<file path="src/logic/dither_link_consts.svh">
// Offsets, field positions, reset values and timing counts of the control bank
`ifndef DITHER_LINK_CONSTS_SVH
`define DITHER_LINK_CONSTS_SVH

// Printed register indices; byte address is four times the index
`define IDX_DITHER_CONTROL 12'h09d
`define IDX_SAMPLE_LSB_CONTROL 12'h160
`define IDX_SERIAL_LINK_ENABLE 12'h200
`define IDX_LINK_OUTPUT_MODE 12'h201
`define IDX_AUX_CONTROL 12'h3f0

`define RST_DITHER_CONTROL 8'h00
`define RST_SAMPLE_LSB_CONTROL 8'h00
`define RST_SERIAL_LINK_ENABLE 8'h01
`define RST_LINK_OUTPUT_MODE 8'h00
`define RST_AUX_CONTROL 8'h00

`define BIT_DITHER_ENABLE 0
`define BIT_DITHER_AMPLITUDE 1
`define BIT_ROUNDING_ERROR 2
`define BIT_TIMESTAMP_INSERT 0
`define BIT_LINK_ENABLE 0
`define BIT_CALIBRATION_ENABLE 0
`define BIT_TIMESTAMP_RECEIVE 1
`define MODE_FIELD_MSB 5
`define MODE_FIELD_WIDTH 6

`define SYNC_STAGES 3
`define LMFC_PERIOD_CYCLES 32

`endif

</file>
<file path="src/logic/dither_link_pkg.sv">
// Types imported by the control bank and its test bench
package dither_link_pkg;
   typedef logic [7:0] reg8_type;
   typedef logic [5:0] mode_type;
   typedef enum logic [1:0] {
      LINK_OFF = 2'b00,
      LINK_START = 2'b01,
      LINK_RUN = 2'b10
   } link_state_type;
endpackage

</file>
<file path="src/logic/dither_timestamp_link_ctrl.sv">
// APB control bank for converter dither, sample timestamp marking and serial link gating
//
// Design decision made here: the APB slave port.
`timescale 1ns/1ps
`default_nettype none
`include "dither_link_consts.svh"

// How it works
// RULE_01: Converter dither is applied only while the dither enable bit is set.
// RULE_02: The amplitude bit picks small dither at zero and large dither at one.
// RULE_03: The rounding bit sends subtraction error to the noise floor at zero, to offset and spurs at one.
// RULE_04: Software writes reset values into reserved fields.
// RULE_05: With timestamp insertion on, each output sample carries the timestamp on its LSB.
// RULE_06: The timestamp path latency matches the sample path latency.
// RULE_07: Software also enables timestamp reception whenever it enables insertion.
// RULE_08: A field wider than the converter gets the mark in its lowest bit, keeping the converter LSB.
// RULE_09: The lane alignment sequence always reports zero control bits.
// RULE_10: With the link enable clear, the link is held in reset, serializers off, clocks gated.
// RULE_11: With the link disabled, the multiframe counter is held in reset and ignores SYSREF.
// RULE_12: Software clears link enable before touching other link configuration.
// RULE_13: Calibration is enabled before the link and the link disabled before calibration.
// RULE_14: The six-bit mode field selects the transmitter output configuration.
// RULE_15: Software changes the mode only while link and calibration are both disabled.
// RULE_16: A new mode takes effect at the next link enable, never in a running link.
module dither_timestamp_link_ctrl
   import dither_link_pkg::*;
#(
   parameter int ADC_BITS = 9,
   parameter int FIELD_BITS = 12,
   parameter int ADDR_BITS = 12,
   parameter int LMFC_PERIOD = `LMFC_PERIOD_CYCLES
)
(
   input wire logic pclk,
   input wire logic presetn,
   input wire logic [ADDR_BITS-1:0] paddr,
   input wire logic psel,
   input wire logic penable,
   input wire logic pwrite,
   input wire logic [31:0] pwdata,
   input wire logic [3:0] pstrb,
   output logic [31:0] prdata,
   output logic pready,
   output logic pslverr,
   input wire logic timestamp_pin,
   input wire logic sysref_pin,
   input wire logic [ADC_BITS-1:0] adc_sample,
   input wire logic adc_sample_valid,
   output logic dither_enable,
   output logic dither_amplitude_select,
   output logic rounding_error_select,
   output logic timestamp_insert_enable,
   output logic timestamp_receive_enable,
   output logic calibration_enable,
   output logic link_enable,
   output logic link_reset_n,
   output logic serializer_power_down,
   output logic link_clock_enable,
   output logic lmfc_reset,
   output logic lmfc_boundary,
   output logic [5:0] active_output_mode,
   output logic [1:0] ila_control_bits,
   output logic [1:0] data_control_bits,
   output logic [FIELD_BITS-1:0] link_sample,
   output logic link_sample_valid
);
   localparam logic [ADDR_BITS-1:0] ADDR_DITHER = ADDR_BITS'(`IDX_DITHER_CONTROL * 4);
   localparam logic [ADDR_BITS-1:0] ADDR_LSB = ADDR_BITS'(`IDX_SAMPLE_LSB_CONTROL * 4);
   localparam logic [ADDR_BITS-1:0] ADDR_LINK_EN = ADDR_BITS'(`IDX_SERIAL_LINK_ENABLE * 4);
   localparam logic [ADDR_BITS-1:0] ADDR_MODE = ADDR_BITS'(`IDX_LINK_OUTPUT_MODE * 4);
   localparam logic [ADDR_BITS-1:0] ADDR_AUX = ADDR_BITS'(`IDX_AUX_CONTROL * 4);
   localparam int CNT_BITS = $clog2(LMFC_PERIOD);
   localparam logic [CNT_BITS-1:0] CNT_LAST = CNT_BITS'(LMFC_PERIOD - 1);

   reg8_type dither_control_r;
   reg8_type sample_lsb_control_r;
   reg8_type serial_link_enable_r;
   reg8_type link_output_mode_r;
   reg8_type aux_control_r;
   link_state_type link_state_r;
   link_state_type link_state_nxt;
   logic [CNT_BITS-1:0] lmfc_count_r;
   logic sysref_level;
   logic sysref_prev_r;
   logic timestamp_level;
   logic access;
   logic commit;
   logic wr_commit;
   logic mapped;
   reg8_type read_mux;
   logic link_on;

   // APB: access phase waits one cycle, so pready comes on the second access cycle
   assign access = psel && penable;
   assign commit = access && pready;
   assign wr_commit = commit && pwrite && pstrb[0] && !pslverr;

   always_comb
   begin
      mapped = 1'b1;
      read_mux = 8'h00;
      unique case (paddr)
         ADDR_DITHER: read_mux = dither_control_r;
         ADDR_LSB: read_mux = sample_lsb_control_r;
         ADDR_LINK_EN: read_mux = serial_link_enable_r;
         ADDR_MODE: read_mux = link_output_mode_r;
         ADDR_AUX: read_mux = aux_control_r;
         default: mapped = 1'b0;
      endcase
   end

   always_ff @(posedge pclk or negedge presetn)
   begin
      if (!presetn)
      begin
         pready <= 1'b0;
         pslverr <= 1'b0;
         prdata <= 32'h0000_0000;
      end
      else if (access && !pready)
      begin
         pready <= 1'b1;
         pslverr <= !mapped;
         prdata <= (pwrite || !mapped) ? 32'h0000_0000 : {24'h00_0000, read_mux};
      end
      else
      begin
         pready <= 1'b0;
         pslverr <= 1'b0;
         prdata <= 32'h0000_0000;
      end
   end

   // Reserved bits are stored as written; keeping them at reset value is up to software
   always_ff @(posedge pclk or negedge presetn)
   begin
      if (!presetn)
      begin
         dither_control_r <= `RST_DITHER_CONTROL;
      end
      else if (wr_commit && paddr == ADDR_DITHER)
      begin
         dither_control_r <= pwdata[7:0]; // [RULE_04]
      end
   end

   always_ff @(posedge pclk or negedge presetn)
   begin
      if (!presetn)
      begin
         sample_lsb_control_r <= `RST_SAMPLE_LSB_CONTROL;
      end
      else if (wr_commit && paddr == ADDR_LSB)
      begin
         sample_lsb_control_r <= pwdata[7:0];
      end
   end

   always_ff @(posedge pclk or negedge presetn)
   begin
      if (!presetn)
      begin
         serial_link_enable_r <= `RST_SERIAL_LINK_ENABLE;
      end
      else if (wr_commit && paddr == ADDR_LINK_EN)
      begin
         serial_link_enable_r <= pwdata[7:0];
      end
   end

   // Mode register is always writable; only the running copy is protected
   always_ff @(posedge pclk or negedge presetn)
   begin
      if (!presetn)
      begin
         link_output_mode_r <= `RST_LINK_OUTPUT_MODE;
      end
      else if (wr_commit && paddr == ADDR_MODE)
      begin
         link_output_mode_r <= pwdata[7:0];
      end
   end

   always_ff @(posedge pclk or negedge presetn)
   begin
      if (!presetn)
      begin
         aux_control_r <= `RST_AUX_CONTROL;
      end
      else if (wr_commit && paddr == ADDR_AUX)
      begin
         aux_control_r <= pwdata[7:0];
      end
   end

   // Converter-side controls
   always_ff @(posedge pclk or negedge presetn)
   begin
      if (!presetn)
      begin
         dither_enable <= 1'b0;
         dither_amplitude_select <= 1'b0;
         rounding_error_select <= 1'b0;
         timestamp_insert_enable <= 1'b0;
         timestamp_receive_enable <= 1'b0;
         calibration_enable <= 1'b0;
      end
      else
      begin
         dither_enable <= dither_control_r[`BIT_DITHER_ENABLE]; // [RULE_01]
         dither_amplitude_select <= dither_control_r[`BIT_DITHER_AMPLITUDE]; // [RULE_02]
         rounding_error_select <= dither_control_r[`BIT_ROUNDING_ERROR]; // [RULE_03]
         timestamp_insert_enable <= sample_lsb_control_r[`BIT_TIMESTAMP_INSERT]; // [RULE_05]
         timestamp_receive_enable <= aux_control_r[`BIT_TIMESTAMP_RECEIVE];
         calibration_enable <= aux_control_r[`BIT_CALIBRATION_ENABLE];
      end
   end

   // Link sequencing: OFF holds everything, START loads the mode, RUN transmits
   assign link_on = serial_link_enable_r[`BIT_LINK_ENABLE];

   always_comb
   begin
      link_state_nxt = link_state_r;
      unique case (link_state_r)
         LINK_OFF:
         begin
            if (link_on)
            begin
               link_state_nxt = LINK_START;
            end
         end
         LINK_START:
         begin
            link_state_nxt = link_on ? LINK_RUN : LINK_OFF;
         end
         LINK_RUN:
         begin
            if (!link_on)
            begin
               link_state_nxt = LINK_OFF;
            end
         end
         default: link_state_nxt = LINK_OFF;
      endcase
   end

   // Out of reset the link enable is set, so the link starts up on its own
   always_ff @(posedge pclk or negedge presetn)
   begin
      if (!presetn)
      begin
         link_state_r <= LINK_OFF;
      end
      else
      begin
         link_state_r <= link_state_nxt;
      end
   end

   always_ff @(posedge pclk or negedge presetn)
   begin
      if (!presetn)
      begin
         active_output_mode <= 6'(`RST_LINK_OUTPUT_MODE);
      end
      else if (link_state_r == LINK_START)
      begin
         active_output_mode <= link_output_mode_r[`MODE_FIELD_MSB:0]; // [RULE_14] [RULE_16]
      end
   end

   always_ff @(posedge pclk or negedge presetn)
   begin
      if (!presetn)
      begin
         link_enable <= 1'b0;
         link_reset_n <= 1'b0;
         serializer_power_down <= 1'b1;
         link_clock_enable <= 1'b0;
         lmfc_reset <= 1'b1;
      end
      else
      begin
         link_enable <= link_on;
         link_reset_n <= link_on && link_state_r == LINK_RUN; // [RULE_10]
         serializer_power_down <= !link_on; // [RULE_10]
         link_clock_enable <= link_on; // [RULE_10]
         // Enable bit checked too: state still reads RUN on the edge the bit drops
         lmfc_reset <= !link_on || link_state_r != LINK_RUN; // [RULE_11]
      end
   end

   pin_sync3 u_sysref_sync
   (
      .clk(pclk),
      .rst_n(presetn),
      .pin(sysref_pin),
      .level(sysref_level)
   );

   pin_sync3 u_timestamp_sync
   (
      .clk(pclk),
      .rst_n(presetn),
      .pin(timestamp_pin),
      .level(timestamp_level)
   );

   // Multiframe counter; SYSREF rising edge realigns it only while the link runs
   always_ff @(posedge pclk or negedge presetn)
   begin
      if (!presetn)
      begin
         sysref_prev_r <= 1'b0;
         lmfc_count_r <= '0;
         lmfc_boundary <= 1'b0;
      end
      else
      begin
         sysref_prev_r <= sysref_level;
         if (link_state_r != LINK_RUN || !link_on)
         begin
            lmfc_count_r <= '0; // [RULE_11]
            lmfc_boundary <= 1'b0;
         end
         else if (sysref_level && !sysref_prev_r)
         begin
            lmfc_count_r <= '0;
            lmfc_boundary <= 1'b1;
         end
         else
         begin
            lmfc_count_r <= (lmfc_count_r == CNT_LAST) ? '0 : lmfc_count_r + 1'b1;
            lmfc_boundary <= lmfc_count_r == CNT_LAST;
         end
      end
   end

   // Control-bit counts: alignment sequence never advertises the mark
   always_ff @(posedge pclk or negedge presetn)
   begin
      if (!presetn)
      begin
         ila_control_bits <= 2'h0;
         data_control_bits <= 2'h0;
      end
      else
      begin
         ila_control_bits <= 2'h0; // [RULE_09]
         data_control_bits <= {1'b0, sample_lsb_control_r[`BIT_TIMESTAMP_INSERT]};
      end
   end

   // Sample delay covers three sync flops plus the agreement register
   sample_lsb_insert #(
      .ADC_BITS(ADC_BITS),
      .FIELD_BITS(FIELD_BITS),
      .DELAY(`SYNC_STAGES + 1)
   ) u_insert
   (
      .clk(pclk),
      .rst_n(presetn),
      .sample(adc_sample),
      .sample_valid(adc_sample_valid),
      .mark(timestamp_level), // [RULE_06]
      .insert(timestamp_insert_enable), // [RULE_05] [RULE_08]
      .field(link_sample),
      .field_valid(link_sample_valid)
   );
endmodule
`default_nettype wire

</file>
<file path="src/logic/pin_sync3.sv">
// Three-flop pin synchroniser that accepts a change once stages two and three agree
`timescale 1ns/1ps
`default_nettype none
module pin_sync3
(
   input wire logic clk,
   input wire logic rst_n,
   input wire logic pin,
   output logic level
);
   logic s1_r;
   logic s2_r;
   logic s3_r;

   always_ff @(posedge clk or negedge rst_n)
   begin
      if (!rst_n)
      begin
         s1_r <= 1'b0;
         s2_r <= 1'b0;
         s3_r <= 1'b0;
         level <= 1'b0;
      end
      else
      begin
         s1_r <= pin;
         s2_r <= s1_r;
         s3_r <= s2_r;
         if (s2_r == s3_r)
         begin
            level <= s3_r;
         end
      end
   end
endmodule
`default_nettype wire

</file>
<file path="src/logic/sample_lsb_insert.sv">
// Delays converter samples to match the timestamp path and places the mark in the field LSB
`timescale 1ns/1ps
`default_nettype none
module sample_lsb_insert
#(
   parameter int ADC_BITS = 9,
   parameter int FIELD_BITS = 12,
   parameter int DELAY = 4
)
(
   input wire logic clk,
   input wire logic rst_n,
   input wire logic [ADC_BITS-1:0] sample,
   input wire logic sample_valid,
   input wire logic mark,
   input wire logic insert,
   output logic [FIELD_BITS-1:0] field,
   output logic field_valid
);
   logic [ADC_BITS-1:0] pipe_r [DELAY];
   logic [DELAY-1:0] vpipe_r;
   logic [FIELD_BITS-1:0] aligned;

   // Sample delay equals the pin synchroniser latency, keeping marks on their samples
   always_ff @(posedge clk or negedge rst_n)
   begin
      if (!rst_n)
      begin
         vpipe_r <= '0;
         for (int i = 0; i < DELAY; i++)
         begin
            pipe_r[i] <= '0;
         end
      end
      else
      begin
         pipe_r[0] <= sample;
         vpipe_r[0] <= sample_valid;
         for (int i = 1; i < DELAY; i++)
         begin
            pipe_r[i] <= pipe_r[i-1];
            vpipe_r[i] <= vpipe_r[i-1];
         end
      end
   end

   generate
      if (FIELD_BITS > ADC_BITS)
      begin : g_wide
         // Converter LSB survives; mark goes in the padding below it
         always_comb
         begin
            aligned = {pipe_r[DELAY-1], {(FIELD_BITS-ADC_BITS){1'b0}}};
            if (insert)
            begin
               aligned[0] = mark;
            end
         end
      end
      else
      begin : g_equal
         always_comb
         begin
            aligned = pipe_r[DELAY-1];
            if (insert)
            begin
               aligned[0] = mark;
            end
         end
      end
   endgenerate

   always_ff @(posedge clk or negedge rst_n)
   begin
      if (!rst_n)
      begin
         field <= '0;
         field_valid <= 1'b0;
      end
      else
      begin
         field <= aligned;
         field_valid <= vpipe_r[DELAY-1];
      end
   end
endmodule
`default_nettype wire

</file>
<file path="config.mk">
export PLATFORM = sky130hd
export DESIGN_NAME = dither_timestamp_link_ctrl
export DESIGN_NICKNAME = d
export VERILOG_FILES = /design/src/logic/dither_link_pkg.sv /design/src/logic/dither_timestamp_link_ctrl.sv /design/src/logic/pin_sync3.sv /design/src/logic/sample_lsb_insert.sv
export VERILOG_INCLUDE_DIRS = /design/src /design/src/logic
export SDC_FILE = /design/constraint.sdc
export NUM_CORES = 1
export LEC_CHECK = 0
export BUFFER_PORTS_ARGS = -buffer_cell sky130_fd_sc_hd__buf_2
export CORE_ASPECT_RATIO = 1.4
export CORE_MARGIN = 4
export CORE_UTILIZATION = 40
export CTS_CLUSTER_DIAMETER = 120
export CTS_CLUSTER_SIZE = 20
export DETAILED_ROUTE_END_ITERATION = 16
export PLACE_DENSITY = 0.66
export SLEW_MARGIN = 0
export SYNTH_ARGS = -nofsm -noshare
export SYNTH_HDL_FRONTEND = slang
export SYNTH_HIERARCHICAL = 1
export SYNTH_SLANG_ARGS = --single-unit
</file>
<file path="constraint.sdc">
create_clock -name pclk -period 1.65 [get_ports pclk]
set_clock_uncertainty 0.2 [all_clocks]
set_input_delay 0 -clock pclk [delete_from_list [all_inputs] [get_ports pclk]]
set_output_delay 0 -clock pclk [all_outputs]
set_load 0.03 [all_outputs]
</file>
# [Word level (Yosys, flattened, before mapping)]
# Index checks and enable logic that the tools add are counted.
# Widths: inputs -> output; s select.
[classes] order_cmp=0 mul=0 muxes=16 bitwise_logic=0 n_reduce_logical=23 n_shift=0 div_mod_pow=0 n_eq_ne=13 addsub=1
[ops] cell="$pmux 8 s5" count=1
[ops] cell="$eq 12x12->1 const B" count=3
[ops] cell="$mux 8" count=2
[ops] cell="$mux 5" count=3
[ops] cell="$logic_and 1x1->1" count=13
[ops] cell="$eq 12x10->1 const B" count=1
[ops] cell="$eq 12x11->1 const B" count=1
[ops] cell="$mux 1" count=6
[ops] cell="$mux 2" count=3
[ops] cell="$ne 2x2->1 const B" count=3
[ops] cell="$pmux 2 s3" count=1
[ops] cell="$add 5x1->5 const B" count=1
[ops] cell="$eq 5x5->1 const B" count=1
[ops] cell="$logic_not 1->1" count=5
[ops] cell="$reduce_or 5->1" count=1
[ops] cell="$eq 1x1->1" count=2
[ops] cell="$eq 2x1->1 const B" count=1
[ops] cell="$eq 2x2->1 const B" count=1
[ops] cell="$logic_not 2->1" count=1
[ops] cell="$logic_or 1x1->1" count=2
[ops] cell="$reduce_and 2->1" count=1
[totals] ram_bits=0 out_inout_bits=69 memories=0 latchBits=0 mem_bits_ro=0 reg_bits=158 word_cells=91 input_bits=65

# [Logic depth before layout (Yosys ltp)]
# Gate-level depths: netlist of run 1.
[logic_depth] ltp_word=7 mapped_depth=6 mapped_depth_nobuf=6

# [Hierarchy]
# The synthesis of run 1 kept the hierarchy.
[by_module_without_submodules] mod="dither_timestamp_link_ctrl" cells_per_inst=252 instances=1 seq_area_each_um2=1880.6 area_per_inst_um2=3321.9
[by_module_without_submodules] mod="sample_lsb_insert" cells_per_inst=55 instances=1 seq_area_each_um2=1276.2 area_per_inst_um2=1301.2
[by_module_without_submodules] mod="pin_sync3" cells_per_inst=5 instances=2 seq_area_each_um2=100.1 area_per_inst_um2=111.4

# [Least setup slack after synthesis of run 1]
# No wires, ideal clock.
[synth_path] kind="register to register" from="reg pslverr" to="reg serial_link_enable_r[1]" stages_incl_launch_ff=6 n_path_buf=0 required_time_ns=1.325 arrival_time_ns=1.685 setup_ns=0.125 slack_ns=-0.360 path_cell_list="dfrtp_1 nand4b_1 nor2_1 nand3_1 nor2_4 mux2_2"
[synth_between] elab_chain_len=3
[synth_lines] element="from (decl)" line_no="dither_timestamp_link_ctrl.sv:44" source="output logic pslverr,"
[synth_lines] element="from (signal assigned)" line_no="dither_timestamp_link_ctrl.sv:123" source="pslverr <= !mapped;"
[synth_lines] element="$logic_not 1->1" line_no="dither_timestamp_link_ctrl.sv:96" source="assign wr_commit = commit && pwrite && pstrb[0] && !pslverr;"
[synth_lines] element="$logic_and 1x1->1" line_no="dither_timestamp_link_ctrl.sv:96"
[synth_lines] element="$logic_and 1x1->1" line_no="dither_timestamp_link_ctrl.sv:165" source="else if (wr_commit && paddr == ADDR_LINK_EN)"
[synth_lines] element="to (signal assigned)" line_no="dither_timestamp_link_ctrl.sv:163" source="serial_link_enable_r <= `RST_SERIAL_LINK_ENABLE;"
[synth_lines] element="to (signal assigned)" line_no="dither_timestamp_link_ctrl.sv:167" source="serial_link_enable_r <= pwdata[7:0];"
[synth_lines] element="to (decl)" line_no="dither_timestamp_link_ctrl.sv:77" source="reg8_type serial_link_enable_r;"
# Every way passes these cells.
# A chain may end at the register's enable or synchronous reset.

# [Final worst setup path of run 1]
[layout_path] from="reg pslverr" to="reg serial_link_enable_r[7]"
# The elaborated chain is that of the path after synthesis.

==> impl_metrics.json, run 1 <==
{
  "synth_edf_count": 0,
  "via_count": 2881,
  "leakage_nw": 3.194,
  "synthesis.area_um2": 4846,
  "cts_buffer_depth": 2,
  "nets": 524,
  "portBuffers": 77,
  "synth_cell_types": 44,
  "cts_tree": "built",
  "first_pass_iters": 4,
  "critPathCaptureType": "register",
  "drc": 0,
  "clock_latency_ns": 0.40,
  "ys_warn_count": 6,
  "grt_pass1_wl_mm": 16.26,
  "dp.cells": 557,
  "cp-start-kind": "register",
  "cp.required_ns": 1.73,
  "syn2layout_area_growth_pct": 31.71,
  "period_share": 1.110,
  "status": "complete, but fails checks",
  "num_antenna_cells": 0,
  "hold_path_class": "in2reg",
  "setup_viol": 40,
  "synthTopCellsByArea": "dfrtp_1 (68%), mux2_2 (11%), buf_4 (4.8%)",
  "critPathMaxStageDelay_ns": 0.40,
  "root_buffer": "clkbuf_16",
  "coreArea_um2": 11820,
  "antenna_found_initial": 0,
  "critPathKind": "reg2reg",
  "cts.sinks": 134,
  "h-tree-depth": 4,
  "async_reset_ff_frac": 1.000,
  "grt_max_degree": 49,
  "die_h_um": 138.2,
  "cp_cell_sequence": "nand4b_1 > nor2_4 > nand3_2 > nor2_4 > buf_4 > mux2_2",
  "hold_viol": 3,
  "path_clk_slew_ns": 0.06,
  "crit_slowest_cell": "dfrtp_2",
  "seq_area_um2": 3359,
  "multi_input_area_um2": 1390,
  "synth.largest_area_cell": "dfrtp_1",
  "grt_pass1_vias": 3118,
  "postRouteAntennaNets": 0,
  "synth_top_area_frac": 0.6765,
  "fillCellCount": 990,
  "gp_congestion": 0.7494,
  "dp_hpwl_mm": 6.556,
  "stdcell_count": 617,
  "numCtsBuffers": 17,
  "cp_common_cell": "nor2_4",
  "rows": 47,
  "p_per_area_nw_per_um2": 1136,
  "wire_per_inst_um": 15.64,
  "worst_slack_ns": -0.1813,
  "slew_viol_final": 0,
  "syn_area_per_cell_um2": 15.29,
  "irDropWorstVdd_mv": 0.7867,
  "detailedPlace.worstSlack_ns": -0.4297,
  "synth.most_common_cell": "dfrtp_1",
  "start_util": 0.4100,
  "die_area_um2": 13960,
  "dieWidth_um": 101.0,
  "routed_wl_mm": 9.649,
  "post-route-util": 0.5400,
  "ios": 134,
  "ys_seq_area_frac": 0.6927,
  "drtIter0Drc": 73,
  "final.min_clock_period_ns": 1.831,
  "violations": "hold timing, setup timing",
  "max_freq_mhz": 546.1,
  "overflow": 0,
  "max_cap_violations": 0,
  "synth_flop_cell": "dfrtp_1",
  "grt_usage": 0.1529,
  "cp.arrival_ns": 1.91,
  "vias_per_cell": 4.669,
  "drive_gt1_frac": 0.4617,
  "synthCells": 317,
  "rsz0062_at_grt": "yes",
  "crit_fanout": 3,
  "hold_ws_ns": -0.01407,
  "synth-seq-cells": 134,
  "fin_tns_setup_ns": -5.885,
  "yosys-top-cells-count": "dfrtp_1 (131), mux2_2 (46), buf_4 (31)"
}
## flip-flops by register name, summed over array words and instances, names as in the netlist, 2 cells and up
name,count
dither_control_r,8
serial_link_enable_r,8
link_state_r,2
active_output_mode,6
u_insert/vpipe_r,4
prdata,8
sample_lsb_control_r,8
u_insert/aligned,9
u_insert/field,10
aux_control_r,8
link_output_mode_r,8
u_insert/pipe_r,27
lmfc_count_r,5
## worst paths after layout
kind / from / endpoint / slack (ns) / depth (start not counted)
worst max-delay path: pslverr / serial_link_enable_r[7] / -0.18 / 6
worst min register to register: u_insert/pipe_r[30] / u_insert/pipe_r[21] / 0.15 / 0
worst min-delay path: paddr[2] / prdata[4] / -0.01 / 5
min in group asynchronous: presetn / u_insert/pipe_r[32] / 0.40 / 3
max in group asynchronous: presetn / pready / 0.25 / 4
worst max register to register: pslverr / serial_link_enable_r[7] / -0.18 / 6
## timing repair
item / 4_1_cts / 5_1_grt
setup endpoints to repair: 43 / 50
gates resized for setup: 5 / 9
hold buffers: 26 / 0
endpoints found under the hold margin: 196 / 0
pin swaps: 3 / 1
setup buffers: 1 / 1
## stage by stage
stage                     area (µm²)  total power, mW
final                           6382            7.250
after global routing            6382            7.571
after CTS                       6340            7.357
after detailed placement        5493            3.787
after global placement          5493            3.775
after floorplan                 4969            3.649
## critical path: cells and delay by family, from the launching register on
kind | cells | cell delay (ns)
buffers and inverters | 1 | 0.15
flip-flops | 1 | 0.40
multiplexers | 1 | 0.32
AND/OR/NAND/NOR | 4 | 0.64
## placed cells by master (no fill, tap or decap), types with 2 or more instances in the layout
cell type | synthesis | layout
dfrtp_1 | 131 | 129
buf_2 | 1 | 76
mux2_2 | 46 | 44
conb_1 | 2 | 29
dlygate4sd3_1 | 0 | 26
buf_4 | 31 | 25
clkbuf_16 | 0 | 17
a22oi_1 | 16 | 16
nand2_1 | 13 | 12
a21oi_1 | 10 | 10
o22a_2 | 8 | 8
nor2_1 | 8 | 5
clkinv_4 | 0 | 5
inv_1 | 3 | 3
nor2_4 | 1 | 3
nor3_1 | 4 | 3
clkinv_2 | 0 | 3
dfstp_2 | 3 | 3
and3_1 | 2 | 2
nor2_2 | 1 | 2
and2_1 | 3 | 2
nand4b_1 | 2 | 2
nand2b_1 | 2 | 2
nand3b_4 | 1 | 2
mux2_4 | 0 | 2
ha_2 | 0 | 2
clkbuf_1 | 2 | 2
inv_6 | 0 | 2
buf_12 | 0 | 2
dfrtp_2 | 0 | 2
maj3_2 | 2 | 2
## kinds of logic after synthesis
| family | share of synthesized area |
|---|---|
| DFF | 0.6927 |
| and+or+nand+nor | 0.07437 |
| muxes | 0.1069 |
| buffers and inverters | 0.05603 |
| AOI/OAI and AO/OA | 0.05500 |
| adders and majority gates | 0.009810 |
| other | 0.001550 |
| xor gates and xnor gates | 0.003615 |
## layout make-up
type / instances / share of cell area
Tap cell: 147 / 0.02882
Clock buffer: 19 / 0.06783
Clock inverter: 13 / 0.01960
Inverter: 3 / 0.001764
Sequential cell: 134 / 0.5264
Multi-Input combinational cell: 171 / 0.2178
Timing Repair Buffer: 130 / 0.1378
## where the power goes
part,internal (mW),total [mW],switching (mW)
registers,3.37,3.39,0.0239
clock network,2.09,3.47,1.38
logic,0.125,0.387,0.261
total,5.59,7.25,1.66
## metal layers
metal	vias to the layer above	global-route usage	wire, µm
met1	1451	0.1935	3897
met2	87	0.2437	5033
met5	-	0	0
met3	18	0.04435	448
li1	1325	-	-
met4	0	0.06583	269
No activity file was read; power rests on OpenSTA's default activity.
==> inputs of run 2 (changes only) <==
- ABC_AREA: not set -> 1
- PLACE_DENSITY: 0.66 -> 0.65
==> run 2 against run 1 <==
Compared with the run above:
- the flow now finishes without violations
- die area up 9.9%
- clock-buffer cell count unchanged
- final cell count up 26%
- clock power up 4%
- via count up 22%
- critical path type unchanged
- critical endpoint is now link_output_mode_r[5]
- highest routed layer unchanged
==> impl_metrics.json, run 2 <==
{
  "status": "complete, no violations",
  "yosys.area_share.simple": 0.1902,
  "max_freq_mhz": 616.9,
  "dieWidth_um": 105.8,
  "synth_mux_area_frac": 0.01260,
  "synthAdderAreaFrac": 0.004667,
  "root_buffer": "clkbuf_16",
  "crit_start": "pslverr",
  "regMostFlops": "u_insert/pipe_r",
  "via_count": 3525,
  "critPathCaptureType": "register",
  "irDropWorstVdd_mv": 0.5141,
  "die_area_um2": 15350,
  "largest_reg_flops": 27,
  "path_clk_slew_ns": 0.06,
  "max_cap_violations": 0,
  "synth_xor_area_frac": 0,
  "portBuffers": 77,
  "slew_headroom": 0.6643,
  "drive_gt1_frac": 0.3583,
  "nets": 654,
  "ios": 134,
  "wire_per_inst_um": 13.45,
  "synthCells": 455,
  "rows": 49,
  "synth.largest_area_cell": "dfrtp_1",
  "cp.required_ns": 1.74,
  "cp-start-kind": "register",
  "syn_area_per_cell_um2": 11.78,
  "leakage_nw": 3.470,
  "async_reset_ff_frac": 1.000,
  "grt_max_degree": 51,
  "grt_pass1_wl_mm": 17.43,
  "numCtsBuffers": 17,
  "synth_top_family_by_area": "simple AND/OR/NAND/NOR gates",
  "syn2layout_area_growth_pct": 27.86,
  "period_share": 0.9824,
  "tightest_slew_ns": 0.5036,
  "p_switching_mw": 1.787,
  "drtIter0Drc": 121,
  "synth.most_common_cell": "dfrtp_1",
  "worst-r2r-setup-slack_ns": 0.03,
  "gp_congestion": 0.8078,
  "cp.arrival_ns": 1.71,
  "cts.sinks": 134,
  "synthTopCellsByArea": "dfrtp_1 (61%), o21ai_2 (5.9%), nand2_1 (5.2%)",
  "synth_cell_types": 32,
  "coreArea_um2": 13000,
  "p_per_area_nw_per_um2": 1088,
  "overflow": 0,
  "synth_edf_count": 0,
  "timing.rr.start": "pslverr",
  "synth_top_area_frac": 0.6114,
  "postRouteAntennaNets": 0,
  "layout_common_cells": "dfrtp_1 (129), buf_2 (76), nand2_1 (73)",
  "hold_path_class": "in2reg",
  "start_util": 0.4125,
  "final.min_clock_period_ns": 1.621,
  "dpl_cell_area_um2": 5886,
  "rsz0062_at_grt": "yes",
  "cts_buffer_depth": 2,
  "power_mw": 7.456,
  "synth-seq-cells": 134,
  "synth-compound-area-share": 0.07398,
  "r2r_end": "link_output_mode_r[5]",
  "cts_tree": "built",
  "critPathKind": "reg2reg",
  "reg2reg_depth": 6,
  "post-route-util": 0.5274,
  "swShare": 0.2397,
  "crit_fanout": 16,
  "drc": 0,
  "seq_power_share": 0.455,
  "yosys-top-cells-count": "dfrtp_1 (131), nand2_1 (74), nand3_1 (42)",
  "p_comb_frac": 0.063,
  "final_common_cell": "dfrtp_1",
  "finalInstanceArea_um2": 6855,
  "routed_wl_mm": 10.48,
  "die_h_um": 145.0,
  "clock_latency_ns": 0.40,
  "ys_warn_count": 6,
  "antenna_found_initial": 0,
  "h-tree-depth": 4,
  "grt_usage": 0.1435,
  "hold_viol": 0,
  "power_frac_clock": 0.482,
  "p_int_mw": 5.669,
  "vias_per_cell": 4.525,
  "crit_end": "link_output_mode_r[5]",
  "fin_tns_setup_ns": 0,
  "grt_pass1_vias": 3564,
  "slew_viol_final": 0,
  "ys_seq_area_frac": 0.6261,
  "setup_viol": 0,
  "first_pass_iters": 4,
  "synth_flop_cell": "dfrtp_1",
  "synthesis.area_um2": 5361,
  "dp_hpwl_mm": 7.129
}
==> run 2: cell count changes in the layout (fill, tap and decap cells not counted), moves of 32 or more <==
cell,delta
mux2_2,-38
nand3_1,+41
o21ai_2,+36
nand2_1,+61
inv_1,+32
==> run 2: final cells by class <==
type | instances | area [µm²]
fill | 1143 | 6142
sequential | 134 | 3359
multi-input combinational | 269 | 1644
timing repair buffer | 127 | 905.9
clock buffer | 19 | 442.9
tap | 178 | 222.7
inverter | 38 | 142.6
clock inverter | 13 | 135.1
antenna | 1 | 2.502
==> run 2: metrics by stage <==
stage | setup slack (ns) | cells | hold slack (ns)
floorplan | 0.01272 | 482 | -0.4956
global placement | 0.03795 | 710 | -0.2188
detailed placement | -0.05141 | 710 | -0.2155
CTS | 0.006947 | 776 | 0.005968
global route | -0.02274 | 778 | 0.01119
finish | 0.02907 | 779 | 0.01576
==> run 2: worst min-delay path by stage <==
stage,from,endpoint,slack (ns),cells past startpoint
6_report,paddr[10],pslverr,0.02,6
5_1_grt,adc_sample[6],u_insert/pipe_r[33],0.01,2
4_1_cts,paddr[0],dither_control_r[6],0.006,7
3_5_place_dp,presetn,prdata[6],-0.22,1
3_3_place_gp,presetn,prdata[6],-0.22,1
2_1_floorplan,presetn,active_output_mode[0],-0.50,0
==> run 2: kinds of logic after synthesis <==
group,after synthesis
AND/OR/NAND/NOR,183
flip-flops,134
buffers and inverters,79
AO/OA/AOI/OAI,49
multiplexers,6
adder cells (fa/ha/maj),2
other,2
==> run 2: worst max-delay path, cell delays in order (launching register included) <==
cell and delay, ns:
dfrtp_2 0.39, inv_1 0.08, nand4_4 0.10, nor2_8 0.21, nand3_4 0.27, nand2_1 0.17, o21ai_2 0.06
==> run 2: power by group through the flow <==
stage / Combinational (mW) / Sequential, mW / Clock, mW
finish: 0.466 / 3.39 / 3.60
CTS: 0.464 / 3.39 / 3.69
global placement: 0.390 / 3.45 / 0
floorplan: 0.242 / 3.48 / 0
global route: 0.511 / 3.40 / 3.84
detailed placement: 0.399 / 3.45 / 0
==> run 2: metal layers <==
layer | vias up | GRT usage | share of wire
li1 | 1684 | - | -
met1 | 1728 | 0.1782 | 0.42
met2 | 100 | 0.2360 | 0.52
met3 | 13 | 0.04311 | 0.045
met4 | 0 | 0.05444 | 0.017
met5 | - | 0 | 0
==> run 2: timing repair <==
item                       CTS  global route
hold buffers                34             0
resized for setup            2             5
pin swaps                    0             5
gates cloned                 0             0
hold endpoints to repair   196             0
buffers inserted             0             2
setup endpoints to repair    1            41
==> inputs of run 3 (changes only) <==
- CORE_UTILIZATION: 40 -> 35
- PLACE_DENSITY: 0.65 -> not set
==> run 3 against run 2 <==
Compared with the run above:
- the flow now finishes with violations (hold timing)
- via count up 1.4%
- clock power down 5%
- worst setup slack better by 0.026 ns
- die area up 13%
- flip-flop and latch count unchanged
- hold slack worse by 0.053 ns
- wire length up 7.1%
- final cell count up 2.1%
- critical path type unchanged
==> impl_metrics.json, run 3 (synthesis results as in run 2) <==
{
  "ios": 134,
  "first_pass_iters": 5,
  "leakage_nw": 3.502,
  "drtIter0Drc": 140,
  "numCtsBuffers": 17,
  "portBuffers": 77,
  "antenna_found_initial": 0,
  "hold_viol": 2,
  "postRouteAntennaNets": 0,
  "setup_viol": 0,
  "dieWidth_um": 112.6,
  "finalInstanceArea_um2": 6934,
  "rsz0062_at_grt": "yes",
  "power_mw": 7.267,
  "overflow": 0,
  "hold_path_class": "in2reg",
  "seq_area_um2": 3359,
  "slew_viol_final": 0,
  "swShare": 0.2487,
  "grt_max_degree": 46,
  "grt_pass1_wl_mm": 17.87,
  "power_frac_clock": 0.470,
  "coreArea_um2": 15050,
  "die_h_um": 154.4,
  "dp_hpwl_mm": 7.316,
  "vias_per_cell": 4.498,
  "violations": "hold timing",
  "status": "complete, but fails checks",
  "dpl_cell_area_um2": 5893,
  "routed_wl_mm": 11.22,
  "seq_power_share": 0.467,
  "worstHoldStart": "paddr[3]",
  "die_area_um2": 17390,
  "clock_latency_ns": 0.41,
  "layout_common_cells": "dfrtp_1 (129), buf_2 (76), nand2_1 (73)",
  "irDropWorstVdd_mv": 0.5944,
  "period_share": 0.9664,
  "multi_input_area_um2": 1680,
  "syn2layout_area_growth_pct": 29.33,
  "num_antenna_cells": 0,
  "critPathKind": "reg2reg",
  "path_clk_slew_ns": 0.06,
  "final.min_clock_period_ns": 1.595,
  "root_buffer": "clkbuf_16",
  "regMostFlops": "u_insert/pipe_r",
  "wire_per_inst_um": 14.12,
  "timing.rr.start": "pslverr",
  "p_per_area_nw_per_um2": 1048,
  "start_util": 0.3562,
  "hold_ws_ns": -0.03766,
  "p_switching_mw": 1.807,
  "crit_fanout": 8,
  "drc": 0,
  "gp_congestion": 0.7816,
  "cts_tree": "built",
  "nets": 657,
  "largest_reg_flops": 27,
  "via_count": 3576,
  "p_int_mw": 5.460,
  "final_common_cell": "dfrtp_1",
  "cp-start-kind": "register",
  "max_cap_violations": 0,
  "cts_buffer_depth": 2,
  "post-route-util": 0.4606,
  "grt_usage": 0.1297,
  "grt_pass1_vias": 3619,
  "critPathCaptureType": "register",
  "cts.sinks": 134,
  "cp.required_ns": 1.78,
  "crit_start": "pslverr",
  "fillCellCount": 1352,
  "h-tree-depth": 4,
  "max_freq_mhz": 627.1,
  "p_comb_frac": 0.063,
  "drive_gt1_frac": 0.3682,
  "rows": 53,
  "cp.arrival_ns": 1.72
}
[run 3: cell types whose count changed in the layout (fill, tap and decap cells not counted), sizes merged]
cell,change
diode,-1
buf,+3
clkinvlp,+1
nand3,+1
bufinv,-1
inv,+2
clkbuf,-2
dlygate4sd3,-1
[run 3: power groups by stage]
stage / registers (mW) / clock network (mW) / logic (mW)
after floorplan: 3.48 / 0 / 0.242
after global placement: 3.45 / 0 / 0.384
after detailed placement: 3.45 / 0 / 0.394
after CTS: 3.39 / 3.51 / 0.453
after global routing: 3.40 / 3.68 / 0.501
final: 3.39 / 3.42 / 0.458
[run 3: through the flow]
stage / std cells / setup TNS (ns) / setup slack [ns]
2_1_floorplan: 482 / 0 / 0.01272
3_3_place_gp: 721 / 0 / 0.03432
3_5_place_dp: 721 / -0.1042 / -0.06491
4_1_cts: 785 / 0 / 0.002487
5_1_grt: 795 / -0.09415 / -0.03752
6_report: 795 / 0 / 0.05540
[run 3: cell type report]
class | count | share of cell area
Sequential cell | 134 | 0.4845
Multi-Input combinational cell | 270 | 0.2423
Timing Repair Buffer | 129 | 0.1397
Clock buffer | 17 | 0.06135
Tap cell | 192 | 0.03464
Inverter | 38 | 0.02057
Clock inverter | 15 | 0.01696
[run 3: path summary, 6_finish.rpt]
path                                                 to  slack (ns)  depth (start not counted)
worst max-delay path            serial_link_enable_r[0]        0.06                          7
worst min-delay path            sample_lsb_control_r[3]       -0.04                          7
worst max register to register  serial_link_enable_r[0]        0.06                          7
worst min register to register    u_timestamp_sync/s2_r        0.14                          0
max in group asynchronous                        pready        0.26                          4
min in group asynchronous           u_insert/pipe_r[13]        0.38                          3
[run 3: critical path: stages (launching register included)]
cell,delay (ns)
dfrtp_2,0.40
inv_2,0.07
nand4_4,0.10
nor2_8,0.25
buf_6,0.15
nand3_4,0.17
nand2_2,0.12
o21ai_2,0.06
[run 3: per-layer routing]
layer | up-vias | track usage | wire, µm
met4 | 0 | 0.04926 | 221
met3 | 21 | 0.03796 | 632
met5 | - | 0 | 0
met2 | 124 | 0.2246 | 5860
li1 | 1694 | - | -
met1 | 1737 | 0.1510 | 4510
[run 3: timing repair]
action	in CTS	in global routing
hold buffers	31	2
hold endpoints to repair	196	8
setup buffers	1	7
gates cloned	0	1
gates resized for setup	1	11
pin swaps	1	6
endpoints found under the setup margin	7	39
